File: src/rtl/iocs_map.svh
// I/O chip-select decoder: port offsets, field positions, reset values and
// fixed address ranges. Included by the package and the design modules.
`ifndef IOCS_MAP_SVH
`define IOCS_MAP_SVH

// configuration ports on the host I/O space (full 16-bit decode)
`define IOCS_PERIPH_CFG_PORT 16'h2872
`define IOCS_SERIAL_CFG_PORT 16'h2072
`define IOCS_SYS_CTRL_PORT 16'h0092
`define IOCS_RTC_INDEX_PORT 16'h0070
`define IOCS_RTC_DATA_PORT 16'h0071

// reset values
`define IOCS_PERIPH_CFG_RESET 16'h0000
`define IOCS_SERIAL_CFG_RESET 8'h00

// peripheral_select_config field positions
`define IOCS_RTC_LOC_BIT 15
`define IOCS_FAST_VIDEO_BIT 14
`define IOCS_FAST_SCSI_BIT 13
`define IOCS_WIN_EN_BIT 12
`define IOCS_WIN_UPPER_BIT 11
`define IOCS_WIN_LMASK_HI 10
`define IOCS_WIN_LMASK_LO 8
`define IOCS_WIN_LOC_BIT 7
`define IOCS_HS_DISK_BIT 6
`define IOCS_DECODE16_BIT 5
`define IOCS_PRI_SEC_BIT 4
`define IOCS_LOCK_INH_BIT 2
`define IOCS_HD_DIS_BIT 1
`define IOCS_FLP_DIS_BIT 0
// writable bits: bit 3 is reserved and reads zero
`define IOCS_PERIPH_CFG_MASK 16'hfff7

// serial_port_select_low field positions
`define IOCS_FIRST_SERIAL_SELECT_HI 7
`define IOCS_FIRST_SERIAL_SELECT_LO 5
`define IOCS_FIRST_SERIAL_SELECT_LOC_BIT 4
`define IOCS_SECOND_SERIAL_SELECT_HI 3
`define IOCS_SECOND_SERIAL_SELECT_LO 1
`define IOCS_SECOND_SERIAL_SELECT_LOC_BIT 0

// serial port bases, eight bytes each
`define IOCS_SER_BASE_1 16'h03f8
`define IOCS_SER_BASE_2 16'h02f8
`define IOCS_SER_BASE_3 16'h03e8
`define IOCS_SER_BASE_4 16'h02e8
`define IOCS_SER_IGN 4'h3

// fixed device ranges
`define IOCS_RTC_BASE 16'h0070
`define IOCS_VIDEO_BASE_A 16'h03c0
`define IOCS_VIDEO_BASE_B 16'h03c4
`define IOCS_VIDEO_BASE_C 16'h03ce
`define IOCS_SCSI_BASE 16'h3530
`define IOCS_HD_CMD_PRI 16'h01f0
`define IOCS_HD_CMD_SEC 16'h0170
`define IOCS_HD_CTL_PRI 16'h03f6
`define IOCS_HD_CTL_SEC 16'h0376
`define IOCS_FLP_PRI 16'h03f0
`define IOCS_FLP_SEC 16'h0370
`define IOCS_PSW_LO 7'h38
`define IOCS_PSW_HI 7'h3f
`define IOCS_LOCK_DATA_BIT 3

// wait-state codes; zero leaves the cycle at its normal timing
`define IOCS_WS_NORMAL 3'h0
`define IOCS_WS_ONE 3'h1
`define IOCS_WS_FOUR 3'h4

`endif

File: src/rtl/iocs_pkg.sv
// I/O chip-select decoder types and the shared address-match function.
// Assumes iocs_map.svh is on the include path.
`include "iocs_map.svh"

package iocs_pkg;

    // one host I/O cycle as seen by the decoder
    typedef struct packed {
        logic active;
        logic write;
        logic byte8;
        logic [15:0] addr;
        logic [15:0] wdata;
    } iocs_cycle_t;

    // chip selects, active high
    typedef struct packed {
        logic floppy;
        logic hd_cmd;
        logic hd_ctl;
        logic serial_a;
        logic serial_b;
        logic window;
        logic rtc;
        logic video;
    } iocs_cs_t;

    // address hit: ign low bits are don't-care, A15:10 only when upper set
    function automatic logic io_match(input logic [15:0] a,
                                      input logic [15:0] base,
                                      input logic [3:0] ign,
                                      input logic upper);
        logic [15:0] m;
        m = 16'hffff << ign;
        if (!upper)
            m[15:10] = 6'h00;
        return ((a ^ base) & m) == 16'h0000;
    endfunction

endpackage

File: src/rtl/iocs_serial_dec.sv
// Serial-port chip-select range decode from a 3-bit select field.
// Assumes a combinational consumer that registers the hit.
`timescale 1ns/1ps
`include "iocs_map.svh"

module iocs_serial_dec
(
    input wire logic [2:0] sel,
    input wire logic [15:0] addr,
    input wire logic full_decode,
    output logic hit
);
    logic [15:0] base;

    always_comb
    begin
        base = `IOCS_SER_BASE_1;
        hit = 1'b0;
        case (sel)
            3'h1: base = `IOCS_SER_BASE_1;
            3'h2: base = `IOCS_SER_BASE_2;
            3'h3: base = `IOCS_SER_BASE_3;
            3'h4: base = `IOCS_SER_BASE_4;
            default: base = `IOCS_SER_BASE_1;
        endcase
        // codes above 100 are treated like 000: no select
        if (sel != 3'h0 && sel <= 3'h4)
            hit = iocs_pkg::io_match(addr, base, `IOCS_SER_IGN, full_decode);
    end
endmodule

File: src/rtl/iocs_window_dec.sv
// Programmable window decode; the base address comes from outside.
// Assumes the base register is held by neighbouring logic.
`timescale 1ns/1ps
`include "iocs_map.svh"

module iocs_window_dec
(
    input wire logic [15:0] addr,
    input wire logic [15:0] base,
    input wire logic enable,
    input wire logic upper_compare,
    input wire logic [2:0] lower_mask,
    output logic hit
);
    logic [3:0] ign;

    always_comb
    begin
        ign = 4'h0;
        case (lower_mask)
            3'h1: ign = 4'h1;
            3'h2: ign = 4'h2;
            3'h3: ign = 4'h3;
            3'h4: ign = 4'h4;
            default: ign = 4'h0;
        endcase
        hit = enable && iocs_pkg::io_match(addr, base, ign, upper_compare);
    end
endmodule

File: src/rtl/iocs_decoder.sv
// I/O port chip-select decoder top: config ports, selects, steering,
// wait states, high-speed disk and password lock.
// Assumes cycle fields come from logic on clk; no synchronisers needed.
`timescale 1ns/1ps
`include "iocs_map.svh"

// Overview of operation
// - serial A field picks one of four ranges
// - serial A location bit steers bus
// - serial B is chip select 10
// - serial B field picks one of four ranges
// - serial B location bit steers bus
// - rtc location bit steers bus
// - fast video gives one wait state
// - fast scsi: one wait, else four
// - window enable gates chip select 11
// - upper compare includes A15:10 in window
// - lower mask drops low window bits
// - window location bit steers bus
// - high-speed disk compresses later transfers
// - decode width bit picks 10 or 16
// - primary/secondary picks disk addresses
// - password lock blocks cmos bytes 38-3f
// - inhibit stops later lock setting
// - hard disk disable stops disk selects
// - floppy disable stops floppy select
module iocs_decoder
(
    input wire logic clk,
    input wire logic reset,
    input iocs_pkg::iocs_cycle_t cycle,
    input wire logic [15:0] window_base,
    output iocs_pkg::iocs_cs_t cs,
    output logic expansion_bus_sel,
    output logic [2:0] wait_states,
    output logic compressed_timing,
    output logic ignore_iocs16,
    output logic access_blocked,
    output logic [15:0] io_rdata,
    output logic io_rdata_valid
);
    logic [15:0] periph_cfg_reg, periph_cfg_next;
    logic [7:0] serial_cfg_reg, serial_cfg_next;
    logic lock_reg, lock_next;
    logic [6:0] rtc_index_reg, rtc_index_next;
    logic hd_streak_reg, hd_streak_next;
    iocs_pkg::iocs_cs_t cs_reg, cs_next;
    logic exp_reg, exp_next;
    logic [2:0] ws_reg, ws_next;
    logic comp_reg, comp_next;
    logic ign16_reg, ign16_next;
    logic blocked_reg, blocked_next;
    logic [15:0] rdata_reg, rdata_next;
    logic rvalid_reg, rvalid_next;

    logic full_dec, pri_sec, hit_a, hit_b, hit_win;
    logic [15:0] a;
    logic psw_hit, hd_data, scsi_hit, video_hit;

    assign a = cycle.addr;
    assign full_dec = periph_cfg_reg[`IOCS_DECODE16_BIT];
    assign pri_sec = periph_cfg_reg[`IOCS_PRI_SEC_BIT];

    iocs_serial_dec u_first_serial_select
    (
        .sel(serial_cfg_reg[`IOCS_FIRST_SERIAL_SELECT_HI:`IOCS_FIRST_SERIAL_SELECT_LO]),
        .addr(a),
        .full_decode(full_dec),
        .hit(hit_a)
    );

    // serial B drives chip select 10; overlap with A is software's duty
    iocs_serial_dec u_second_serial_select
    (
        .sel(serial_cfg_reg[`IOCS_SECOND_SERIAL_SELECT_HI:`IOCS_SECOND_SERIAL_SELECT_LO]),
        .addr(a),
        .full_decode(full_dec),
        .hit(hit_b)
    );

    iocs_window_dec u_window
    (
        .addr(a),
        .base(window_base),
        .enable(periph_cfg_reg[`IOCS_WIN_EN_BIT]),
        .upper_compare(periph_cfg_reg[`IOCS_WIN_UPPER_BIT]),
        .lower_mask(periph_cfg_reg[`IOCS_WIN_LMASK_HI:`IOCS_WIN_LMASK_LO]),
        .hit(hit_win)
    );

    // configuration and lock state
    always_comb
    begin
        periph_cfg_next = periph_cfg_reg;
        serial_cfg_next = serial_cfg_reg;
        lock_next = lock_reg;
        rtc_index_next = rtc_index_reg;
        rdata_next = 16'h0000;
        rvalid_next = 1'b0;
        if (cycle.active && cycle.write)
        begin
            if (a == `IOCS_PERIPH_CFG_PORT)
                periph_cfg_next = cycle.wdata & `IOCS_PERIPH_CFG_MASK;
            if (a == `IOCS_SERIAL_CFG_PORT)
                serial_cfg_next = cycle.wdata[7:0];
            if (a == `IOCS_RTC_INDEX_PORT)
                rtc_index_next = cycle.wdata[6:0];
            // lock is sticky until reset; inhibit only blocks setting it
            if (a == `IOCS_SYS_CTRL_PORT && cycle.wdata[`IOCS_LOCK_DATA_BIT]
                && !periph_cfg_reg[`IOCS_LOCK_INH_BIT])
                lock_next = 1'b1;
        end
        if (cycle.active && !cycle.write)
        begin
            if (a == `IOCS_PERIPH_CFG_PORT)
            begin
                rdata_next = periph_cfg_reg;
                rvalid_next = 1'b1;
            end
            if (a == `IOCS_SERIAL_CFG_PORT)
            begin
                rdata_next = {8'h00, serial_cfg_reg};
                rvalid_next = 1'b1;
            end
        end
    end

    // per-cycle decode
    always_comb
    begin
        cs_next = '0;
        exp_next = 1'b0;
        ws_next = `IOCS_WS_NORMAL;
        comp_next = 1'b0;
        ign16_next = 1'b0;
        blocked_next = 1'b0;
        hd_streak_next = hd_streak_reg;
        psw_hit = rtc_index_reg >= `IOCS_PSW_LO
                  && rtc_index_reg <= `IOCS_PSW_HI;
        hd_data = iocs_pkg::io_match(a, pri_sec ? `IOCS_HD_CMD_SEC
                                     : `IOCS_HD_CMD_PRI, 4'h0, full_dec);
        scsi_hit = iocs_pkg::io_match(a, `IOCS_SCSI_BASE, 4'h4, 1'b1);
        video_hit = iocs_pkg::io_match(a, `IOCS_VIDEO_BASE_A, 4'h1, full_dec)
                    || iocs_pkg::io_match(a, `IOCS_VIDEO_BASE_B, 4'h1,
                                          full_dec)
                    || iocs_pkg::io_match(a, `IOCS_VIDEO_BASE_C, 4'h1,
                                          full_dec);
        if (!periph_cfg_reg[`IOCS_HS_DISK_BIT])
            hd_streak_next = 1'b0;
        if (cycle.active)
        begin
            cs_next.serial_a = hit_a;
            cs_next.serial_b = hit_b;
            cs_next.window = hit_win;
            cs_next.video = video_hit;
            if (!periph_cfg_reg[`IOCS_HD_DIS_BIT])
            begin
                cs_next.hd_cmd = iocs_pkg::io_match(a, pri_sec ?
                    `IOCS_HD_CMD_SEC : `IOCS_HD_CMD_PRI, 4'h3, full_dec);
                cs_next.hd_ctl = iocs_pkg::io_match(a, pri_sec ?
                    `IOCS_HD_CTL_SEC : `IOCS_HD_CTL_PRI, 4'h1, full_dec);
            end
            // floppy leaves 3f6/3f7 to the disk control block and never selects there
            if (!periph_cfg_reg[`IOCS_FLP_DIS_BIT])
                cs_next.floppy = iocs_pkg::io_match(a, pri_sec ?
                    `IOCS_FLP_SEC : `IOCS_FLP_PRI, 4'h3, full_dec)
                    && !iocs_pkg::io_match(a, pri_sec ?
                    `IOCS_HD_CTL_SEC : `IOCS_HD_CTL_PRI, 4'h1, full_dec);
            // password bytes: suppress the rtc select on the data port
            if (iocs_pkg::io_match(a, `IOCS_RTC_BASE, 4'h1, full_dec))
            begin
                if (a[0] && lock_reg && psw_hit)
                    blocked_next = 1'b1;
                else
                    cs_next.rtc = 1'b1;
            end
            if (hit_a && serial_cfg_reg[`IOCS_FIRST_SERIAL_SELECT_LOC_BIT])
                exp_next = 1'b1;
            if (hit_b && serial_cfg_reg[`IOCS_SECOND_SERIAL_SELECT_LOC_BIT])
                exp_next = 1'b1;
            if (hit_win && periph_cfg_reg[`IOCS_WIN_LOC_BIT])
                exp_next = 1'b1;
            if (cs_next.rtc && periph_cfg_reg[`IOCS_RTC_LOC_BIT])
                exp_next = 1'b1;
            if (cycle.byte8 && video_hit
                && periph_cfg_reg[`IOCS_FAST_VIDEO_BIT])
                ws_next = `IOCS_WS_ONE;
            if (cycle.byte8 && scsi_hit)
                ws_next = periph_cfg_reg[`IOCS_FAST_SCSI_BIT] ?
                          `IOCS_WS_ONE : `IOCS_WS_FOUR;
            // first 16-bit data transfer runs compatible, later compressed
            if (periph_cfg_reg[`IOCS_HS_DISK_BIT] && cs_next.hd_cmd)
            begin
                if (hd_data && !cycle.byte8)
                begin
                    comp_next = hd_streak_reg;
                    ign16_next = hd_streak_reg;
                    hd_streak_next = 1'b1;
                end
            end
            else
                hd_streak_next = 1'b0;
        end
    end

    always_ff @(posedge clk)
    begin
        if (reset)
        begin
            periph_cfg_reg <= `IOCS_PERIPH_CFG_RESET;
            serial_cfg_reg <= `IOCS_SERIAL_CFG_RESET;
            lock_reg <= 1'b0;
            rtc_index_reg <= 7'h00;
            hd_streak_reg <= 1'b0;
            cs_reg <= '0;
            exp_reg <= 1'b0;
            ws_reg <= `IOCS_WS_NORMAL;
            comp_reg <= 1'b0;
            ign16_reg <= 1'b0;
            blocked_reg <= 1'b0;
            rdata_reg <= 16'h0000;
            rvalid_reg <= 1'b0;
        end
        else
        begin
            periph_cfg_reg <= periph_cfg_next;
            serial_cfg_reg <= serial_cfg_next;
            lock_reg <= lock_next;
            rtc_index_reg <= rtc_index_next;
            hd_streak_reg <= hd_streak_next;
            cs_reg <= cs_next;
            exp_reg <= exp_next;
            ws_reg <= ws_next;
            comp_reg <= comp_next;
            ign16_reg <= ign16_next;
            blocked_reg <= blocked_next;
            rdata_reg <= rdata_next;
            rvalid_reg <= rvalid_next;
        end
    end

    // chip selects are registered and stand for one clock after each active cycle
    assign cs = cs_reg;
    assign expansion_bus_sel = exp_reg;
    assign wait_states = ws_reg;
    assign compressed_timing = comp_reg;
    assign ignore_iocs16 = ign16_reg;
    assign access_blocked = blocked_reg;
    assign io_rdata = rdata_reg;
    assign io_rdata_valid = rvalid_reg;
endmodule

File: config.mk
export PLATFORM = sky130hd
export DESIGN_NAME = iocs_decoder
export DESIGN_NICKNAME = d
export VERILOG_FILES = /design/src/rtl/iocs_pkg.sv /design/src/rtl/iocs_serial_dec.sv /design/src/rtl/iocs_window_dec.sv /design/src/rtl/iocs_decoder.sv
export VERILOG_INCLUDE_DIRS = /design/src /design/src/rtl
export SDC_FILE = /design/constraint.sdc
export NUM_CORES = 1
export LEC_CHECK = 0
export BUFFER_PORTS_ARGS = -buffer_cell sky130_fd_sc_hd__clkbuf_2
export CORE_MARGIN = 2
export CORE_UTILIZATION = 51
export DETAILED_ROUTE_END_ITERATION = 8
export PLACE_DENSITY = 0.87
export SLEW_MARGIN = 30
export SYNTH_ARGS = -nofsm -noshare
export SYNTH_HDL_FRONTEND = slang
export SYNTH_HIERARCHICAL = 1
export SYNTH_SLANG_ARGS = --single-unit
File: constraint.sdc
create_clock -name clk -period 2.2 [get_ports clk]
set_input_delay 0.33 -clock clk [delete_from_list [all_inputs] [get_ports clk]]
set_output_delay 0.33 -clock clk [all_outputs]
set_load 0.005 [all_outputs]
Word level (Yosys, flattened, before mapping)
Cells that the tools add are included.
{ "word_totals": {"reg_bits": 63, "input_bits": 53, "out_inout_bits": 32} }
{ "op_classes": {"magnitude_cmp": 4, "n_eq_ne": 14, "shifts": 1, "muxes": 38, "n_bitwise": 29, "n_reduce_logical": 51} }
{ "ops": {"columns": ["cell", "count"], "rows": [
  ["$logic_not A16 Y1", 13],
  ["$and A16 B16 Y16", 12],
  ["$xor A16 B10 Y16", 4],
  ["$mux W6", 9],
  ["$pmux W9 S3", 2],
  ["$mux W8", 5],
  ["$eq A16 B14 Y1 const B", 2],
  ["$logic_and A1 B1 Y1", 20],
  ["$eq A3 B2 Y1 const B", 6],
  ["$mux W1", 17],
  ["$eq A16 B7 Y1 const B", 1],
  ["$eq A16 B8 Y1 const B", 1],
  ["$shl A16 B3 Y16 const A", 1],
  ["$xor A16 B16 Y16", 1],
  ["$xor A16 B9 Y16", 1],
  ["$pmux W3 S4", 1],
  ["$eq A3 B3 Y1 const B", 3],
  ["$reduce_and A2 Y1", 4],
  ["$reduce_or A4 Y1", 2],
  ["$ge A7 B6 Y1 const B", 1],
  ["$le A7 B6 Y1 const B", 1],
  ["$not A7 Y7", 1],
  ["$le A3 B3 Y1 const B", 2],
  ["$mux W3", 2],
  ["other kinds (12)", 25]
]} }

Logic depth before layout (Yosys ltp)
{ "depth": {"ltp_word": 11, "ltp_mapped": 6, "mapped_depth_nobuf": 6} }

Modules after synthesis
The synthesis kept the hierarchy.
{ "by_module_without_submodules": {"columns": ["module", "instances", "cells_per_inst", "area_per_inst_um2", "seq_area_each_um2"], "rows": [
  ["iocs_decoder", 1, 262, 2374.8, 1181.1],
  ["iocs_window_dec", 1, 28, 220.2, 0.0],
  ["iocs_serial_dec", 2, 15, 95.1, 0.0]
]} }

Worst setup path after synthesis
No wires, ideal clock.
{ "synth_timing": {"kind": "input -> register", "from": "in cycle[31] (netlist name)", "to": "reg ign16_reg, in the netlist ignore_iocs16", "setup_time_ns": 0.088, "t_arrival_ns": 1.806, "setup_slack_ns": 0.306, "stages": 4, "path_cell_list": "or3_4 > o41a_1 > or4_4 > nor4_2"} }
{ "synth_via": {"elab_chain_cells": 8} }
{ "synth_rtl": {"columns": ["element", "line_no", "source"], "rows": [
  ["start, declared", "iocs_decoder.sv:31", "input iocs_pkg::iocs_cycle_t cycle,"],
  ["$xor A16 B9 Y16 (*)", "iocs_pkg.sv:37", "return ((a ^ base) & m) == 16'h0000;"],
  ["$and A16 B16 Y16", "iocs_pkg.sv:37", null],
  ["$logic_not A16 Y1", "iocs_pkg.sv:37", null],
  ["$mux W2", "iocs_decoder.sv:156", "if (!periph_cfg_reg[`IOCS_HD_DIS_BIT])"],
  ["$mux W2", "iocs_decoder.sv:150", "if (cycle.active)"],
  ["$logic_and A1 B1 Y1", "iocs_decoder.sv:192", "if (periph_cfg_reg[`IOCS_HS_DISK_BIT] && cs_next.hd_cmd)"],
  ["$not A1 Y1 (no line)", null, null],
  ["$reduce_or A4 Y1 (no line) (*)", null, null],
  ["end signal, assigned", "iocs_decoder.sv:235", "ign16_reg <= ign16_next;"],
  ["end, declared", "iocs_decoder.sv:51", "logic ign16_reg, ign16_next;"]
]} }
Mark *: on every way between the ends. The rest lies on a longest branch, timed or not. The select of a mux whose other input is x is not followed.
A chain may end at the register's enable or synchronous reset.

Worst setup path in the final report
{ "layout_timing": {"from": "reg serial_cfg_reg[3]", "to": "reg exp_reg, in the netlist expansion_bus_sel"} }
{ "layout_via": {"elab_chain_cells": 10} }
{ "layout_rtl": {"columns": ["element", "line_no", "source"], "rows": [
  ["start, declared", "iocs_decoder.sv:43", "logic [7:0] serial_cfg_reg, serial_cfg_next;"],
  ["start signal, assigned", "iocs_decoder.sv:211", "serial_cfg_reg <= `IOCS_SERIAL_CFG_RESET;"],
  ["start signal, assigned", "iocs_decoder.sv:227", "serial_cfg_reg <= serial_cfg_next;"],
  ["$eq A3 B3 Y1 or $eq A3 B2 Y1 (tied branches)", "iocs_serial_dec.sv:19", "case (sel)"],
  ["$pmux W9 S3", "iocs_serial_dec.sv:19", null],
  ["$xor A16 B10 Y16", "iocs_pkg.sv:37", null],
  ["$and A16 B16 Y16", "iocs_pkg.sv:37", null],
  ["$logic_not A16 Y1", "iocs_pkg.sv:37", null],
  ["$mux W1 (*)", "iocs_serial_dec.sv:27", "if (sel != 3'h0 && sel <= 3'h4)"],
  ["named net hit_b", "iocs_decoder.sv:56", "logic full_dec, pri_sec, hit_a, hit_b, hit_win;"],
  ["$logic_and A1 B1 Y1 (*)", "iocs_decoder.sv:179", "if (hit_b && serial_cfg_reg[`IOCS_SECOND_SERIAL_SELECT_LOC_BIT])"],
  ["$mux W1 (*)", "iocs_decoder.sv:179", null],
  ["$mux W1 (*)", "iocs_decoder.sv:181", "if (hit_win && periph_cfg_reg[`IOCS_WIN_LOC_BIT])"],
  ["$mux W1 (*)", "iocs_decoder.sv:183", "if (cs_next.rtc && periph_cfg_reg[`IOCS_RTC_LOC_BIT])"],
  ["end signal, assigned", "iocs_decoder.sv:232", "exp_reg <= exp_next;"],
  ["end, declared", "iocs_decoder.sv:48", "logic exp_reg, exp_next;"]
]} }
Mark *: on every way through the listed nets, which the timed path passes. The rest lies on a longest branch.

==> impl_metrics.csv <==
group,metric,value,unit
grt,antenna_found_initial,0,
synth,synthSimpleGateAreaFrac,29.9,%
power_and_ir_drop,powerDensity,634,nW/um^2
placement,gp_congestion,1.00,
power_and_ir_drop,power.internal,1.70,mW
power_and_ir_drop,p_sw_share,23.4,%
detailed_routing,ant_nets,0,
timing,period_needed,1.77,ns
clock_tree,clk_latency,0.34,ns
grt,grt_pass1_wl,12800,um
worst_hold_path,min_from,"cycle[12]",
clock_tree,cts_resized,0,
synth,syn-cell-area,2790,sq um
die,initial_utilization,53.5,%
final_layout,seq_area,1180,sq um
critical_path,crit_buf_inv,0,
timing,slew_violations,0,
critical_path,end_kind,"register",
critical_path,crit_start,"serial_cfg_reg[3]",
timing,max_slew.worst_pin.slew,0.580,ns
critical_path,required,2.42,ns
timing,worst_hold_slack,0.216,ns
synth,async_flop_share,0,%
timing,max_freq,0.565,GHz
worst_hold_path,min_path_type,"in -> reg",
die,dieWidth,77.9,um
clock_tree,clk_pin_slew,0.07,ns
synth,syn_inst,320,
die,io_pins,85,
timing,grt_setup_unrepaired,"false",
detailed_routing,routed_wl,8200,um
critical_path,slowest_delay,0.47,ns
synth,ys_warn_count,6,
placement,port_buffers,83,
power_and_ir_drop,power.static_leakage,1.43,nW
grt,grt_remaining_overflow,0,
final_layout,drive_gt1_share,28.6,%
power_and_ir_drop,seq_power_share,48.0,%
critical_path,cp_slowest_cell,"dfxtp_1",
synth,yosys-top-cells-count,"dfxtp_1 (59), nand3_1 (32), a21oi_1 (27), o21ai_0 (25), nor2_1 (18)",
power_and_ir_drop,p_clk_share,43.3,%
clock_tree,cts-root-buf,"clkbuf_8",
timing,hold_viol_final,0,
clock_tree,clock_path_buffers,2,
final_layout,fillerInstances,440,
synth,synth_top_family_by_area,"simple AND/OR/NAND/NOR gates",
placement,place_area,3310,sq um
synth,yosysTopAreaCell,"dfxtp_1",
grt,track_usage,27.2,%
critical_path,cp_max_fo,6,
final_layout,design_area,3510,sq um
critical_path,startpoint_type,"register",
grt,grt_start_max_net_pins,24,
synth,synth_ff_type,"dfxtp_1",
critical_path,worstPathCellList,"and3b_1, a21oi_1, xor2_1, nor3_1, a222oi_1, o22ai_1",
die,dieArea,6070,sq um
clock_tree,cts_setup_buffers,0,
clock_tree,cts_tree,"yes",
power_and_ir_drop,max-vdd-ir-drop,0.000425,V
timing,final.setup.tns,0,ns
die,die_h,77.9,um
synth,syn-num-nets,373,
die,core_area,5200,sq um
synth,synthMuxAreaShare,1.44,%
timing,setup_viol,0,
detailed_routing,vias,2873,
final_layout,diodes,0,
synth,yosysSeqAreaShare,42.4,%
run,drv_cap,0,
synth,synth.avg_cell_area,8.70,sq um
final_layout,areaGrowthSynthToFinish,26.1,%
clock_tree,cts_num_sinks,59,
die,rows,26,
power_and_ir_drop,switching_power,0.520,mW
synth,synth_compound_area_share,14.9,%
detailed_routing,drc,0,
synth,ys_ff_latch,59,
synth,yosysTopAreaCellShare,42.4,%
final_layout,fin_nets,462,
critical_path,worstSetupPathType,"reg -> reg",
timing,finalClockSkew,0.00571,ns
synth,ys_top_cells_by_area,"dfxtp_1 (42%), nand3_1 (5.8%), a21oi_1 (4.9%)",
critical_path,r2r-start,"serial_cfg_reg[3]",
final_layout,largest_register_ffs,16,
detailed_routing,routedWlPerCell,17.0,um
synth,synth_edf_count,0,
clock_tree,cts-htree-levels,3,
power_and_ir_drop,comb_power_share,8.7,%
timing,relSlewSlack,61.4,%
grt,grt_pass1_vias,2643,
detailed_routing,drt_pass1_iterations,5,
outcome,status,"complete, no violations",
synth,synth_xor_xnor_area_share,7.86,%
timing,period_share,80.5,%
critical_path,path_delay_family,"compound AO/OA/AOI/OAI gates",
detailed_routing,vias_per_cell,5.95,
synth,synth_cell_type_count,47,
synth,yosysMostFrequentCell,"dfxtp_1",
critical_path,cp.arrival,1.99,ns
synth,synthAdderAreaFrac,0,%
clock_tree,cts_buffers,9,
detailed_routing,drt_iter0_markers,311,
clock_tree,ctsHoldBuffers,0,
placement,dp_hpwl,5920,um
final_layout,multi_input_area,1510,sq um
==> kinds of logic (layout without fill, tap and decap cells) <==
| logic type | after synthesis | after routing |
|---|---|---|
| AOI/OAI and AO/OA | 70 | 70 |
| other | 1 | 1 |
| muxes | 4 | 4 |
| xor gates and xnor gates | 25 | 25 |
| and+or+nand+nor | 141 | 141 |
| DFF | 59 | 59 |
| buffers and inverters | 20 | 113 |
==> area by class of cell <==
cell class | instances | area share [%]
Clock buffer | 14 | 5.49
Clock inverter | 1 | 0.143
Inverter | 2 | 0.214
Multi-Input combinational cell | 241 | 43.1
Sequential cell | 59 | 33.6
Tap cell | 70 | 2.49
Timing Repair Buffer | 96 | 15.0
==> power by group through the flow <==
stage / registers (mW) / logic (mW) / clock network [mW]
global placement: 1.09 / 0.183 / 0
global route: 1.07 / 0.206 / 1.01
detailed placement: 1.09 / 0.186 / 0
floorplan: 1.09 / 0.0784 / 0
finish: 1.07 / 0.194 / 0.963
CTS: 1.07 / 0.187 / 0.961
==> per-stage QoR <==
| stage | power [mW] | cells | setup WS, ns | util, % |
|---|---|---|---|---|
| floorplan | 1.17 | 320 | 0.306 | - |
| global placement | 1.27 | 468 | 0.140 | 63.7 |
| detailed placement | 1.28 | 468 | 0.117 | 63.7 |
| CTS | 2.22 | 483 | 0.474 | 67.5 |
| global route | 2.29 | 483 | 0.306 | 67.5 |
| finish | 2.23 | 483 | 0.430 | 67.5 |
==> final timing paths <==
kind	to	slack, ns	cells after the start
worst max-delay path	expansion_bus_sel	0.43	6
worst min-delay path	periph_cfg_reg[12]	0.22	3
worst max register to register	expansion_bus_sel	0.43	6
worst min register to register	ignore_iocs16	0.47	2
==> metal layers <==
layer	track usage, %	wire, um	vias to the layer above
met5	0	0	-
met3	6.86	728	27
met1	35.5	3420	1348
met2	41.5	3780	170
li1	-	-	1328
met4	14.6	263	0
==> worst register-to-register path, stage by stage (launching register included) <==
cell and delay [ns]:
dfxtp_1 0.47, and3b_1 0.22, a21oi_1 0.14, xor2_1 0.15
nor3_1 0.08, a222oi_1 0.46, o22ai_1 0.13
==> layout by cell type (no fill, tap or decap), types with 10 or more instances in the layout <==
| cell type | count |
|---|---|
| a21oi_1 | 27 |
| and2_1 | 14 |
| buf_4 | 12 |
| clkbuf_2 | 83 |
| clkbuf_8 | 14 |
| dfxtp_1 | 59 |
| nand2_1 | 12 |
| nand2b_1 | 10 |
| nand3_1 | 32 |
| nor2_1 | 18 |
| o21ai_0 | 25 |
| xnor2_1 | 15 |
| xor2_1 | 10 |
No activity file was read; power rests on OpenSTA's default activity.
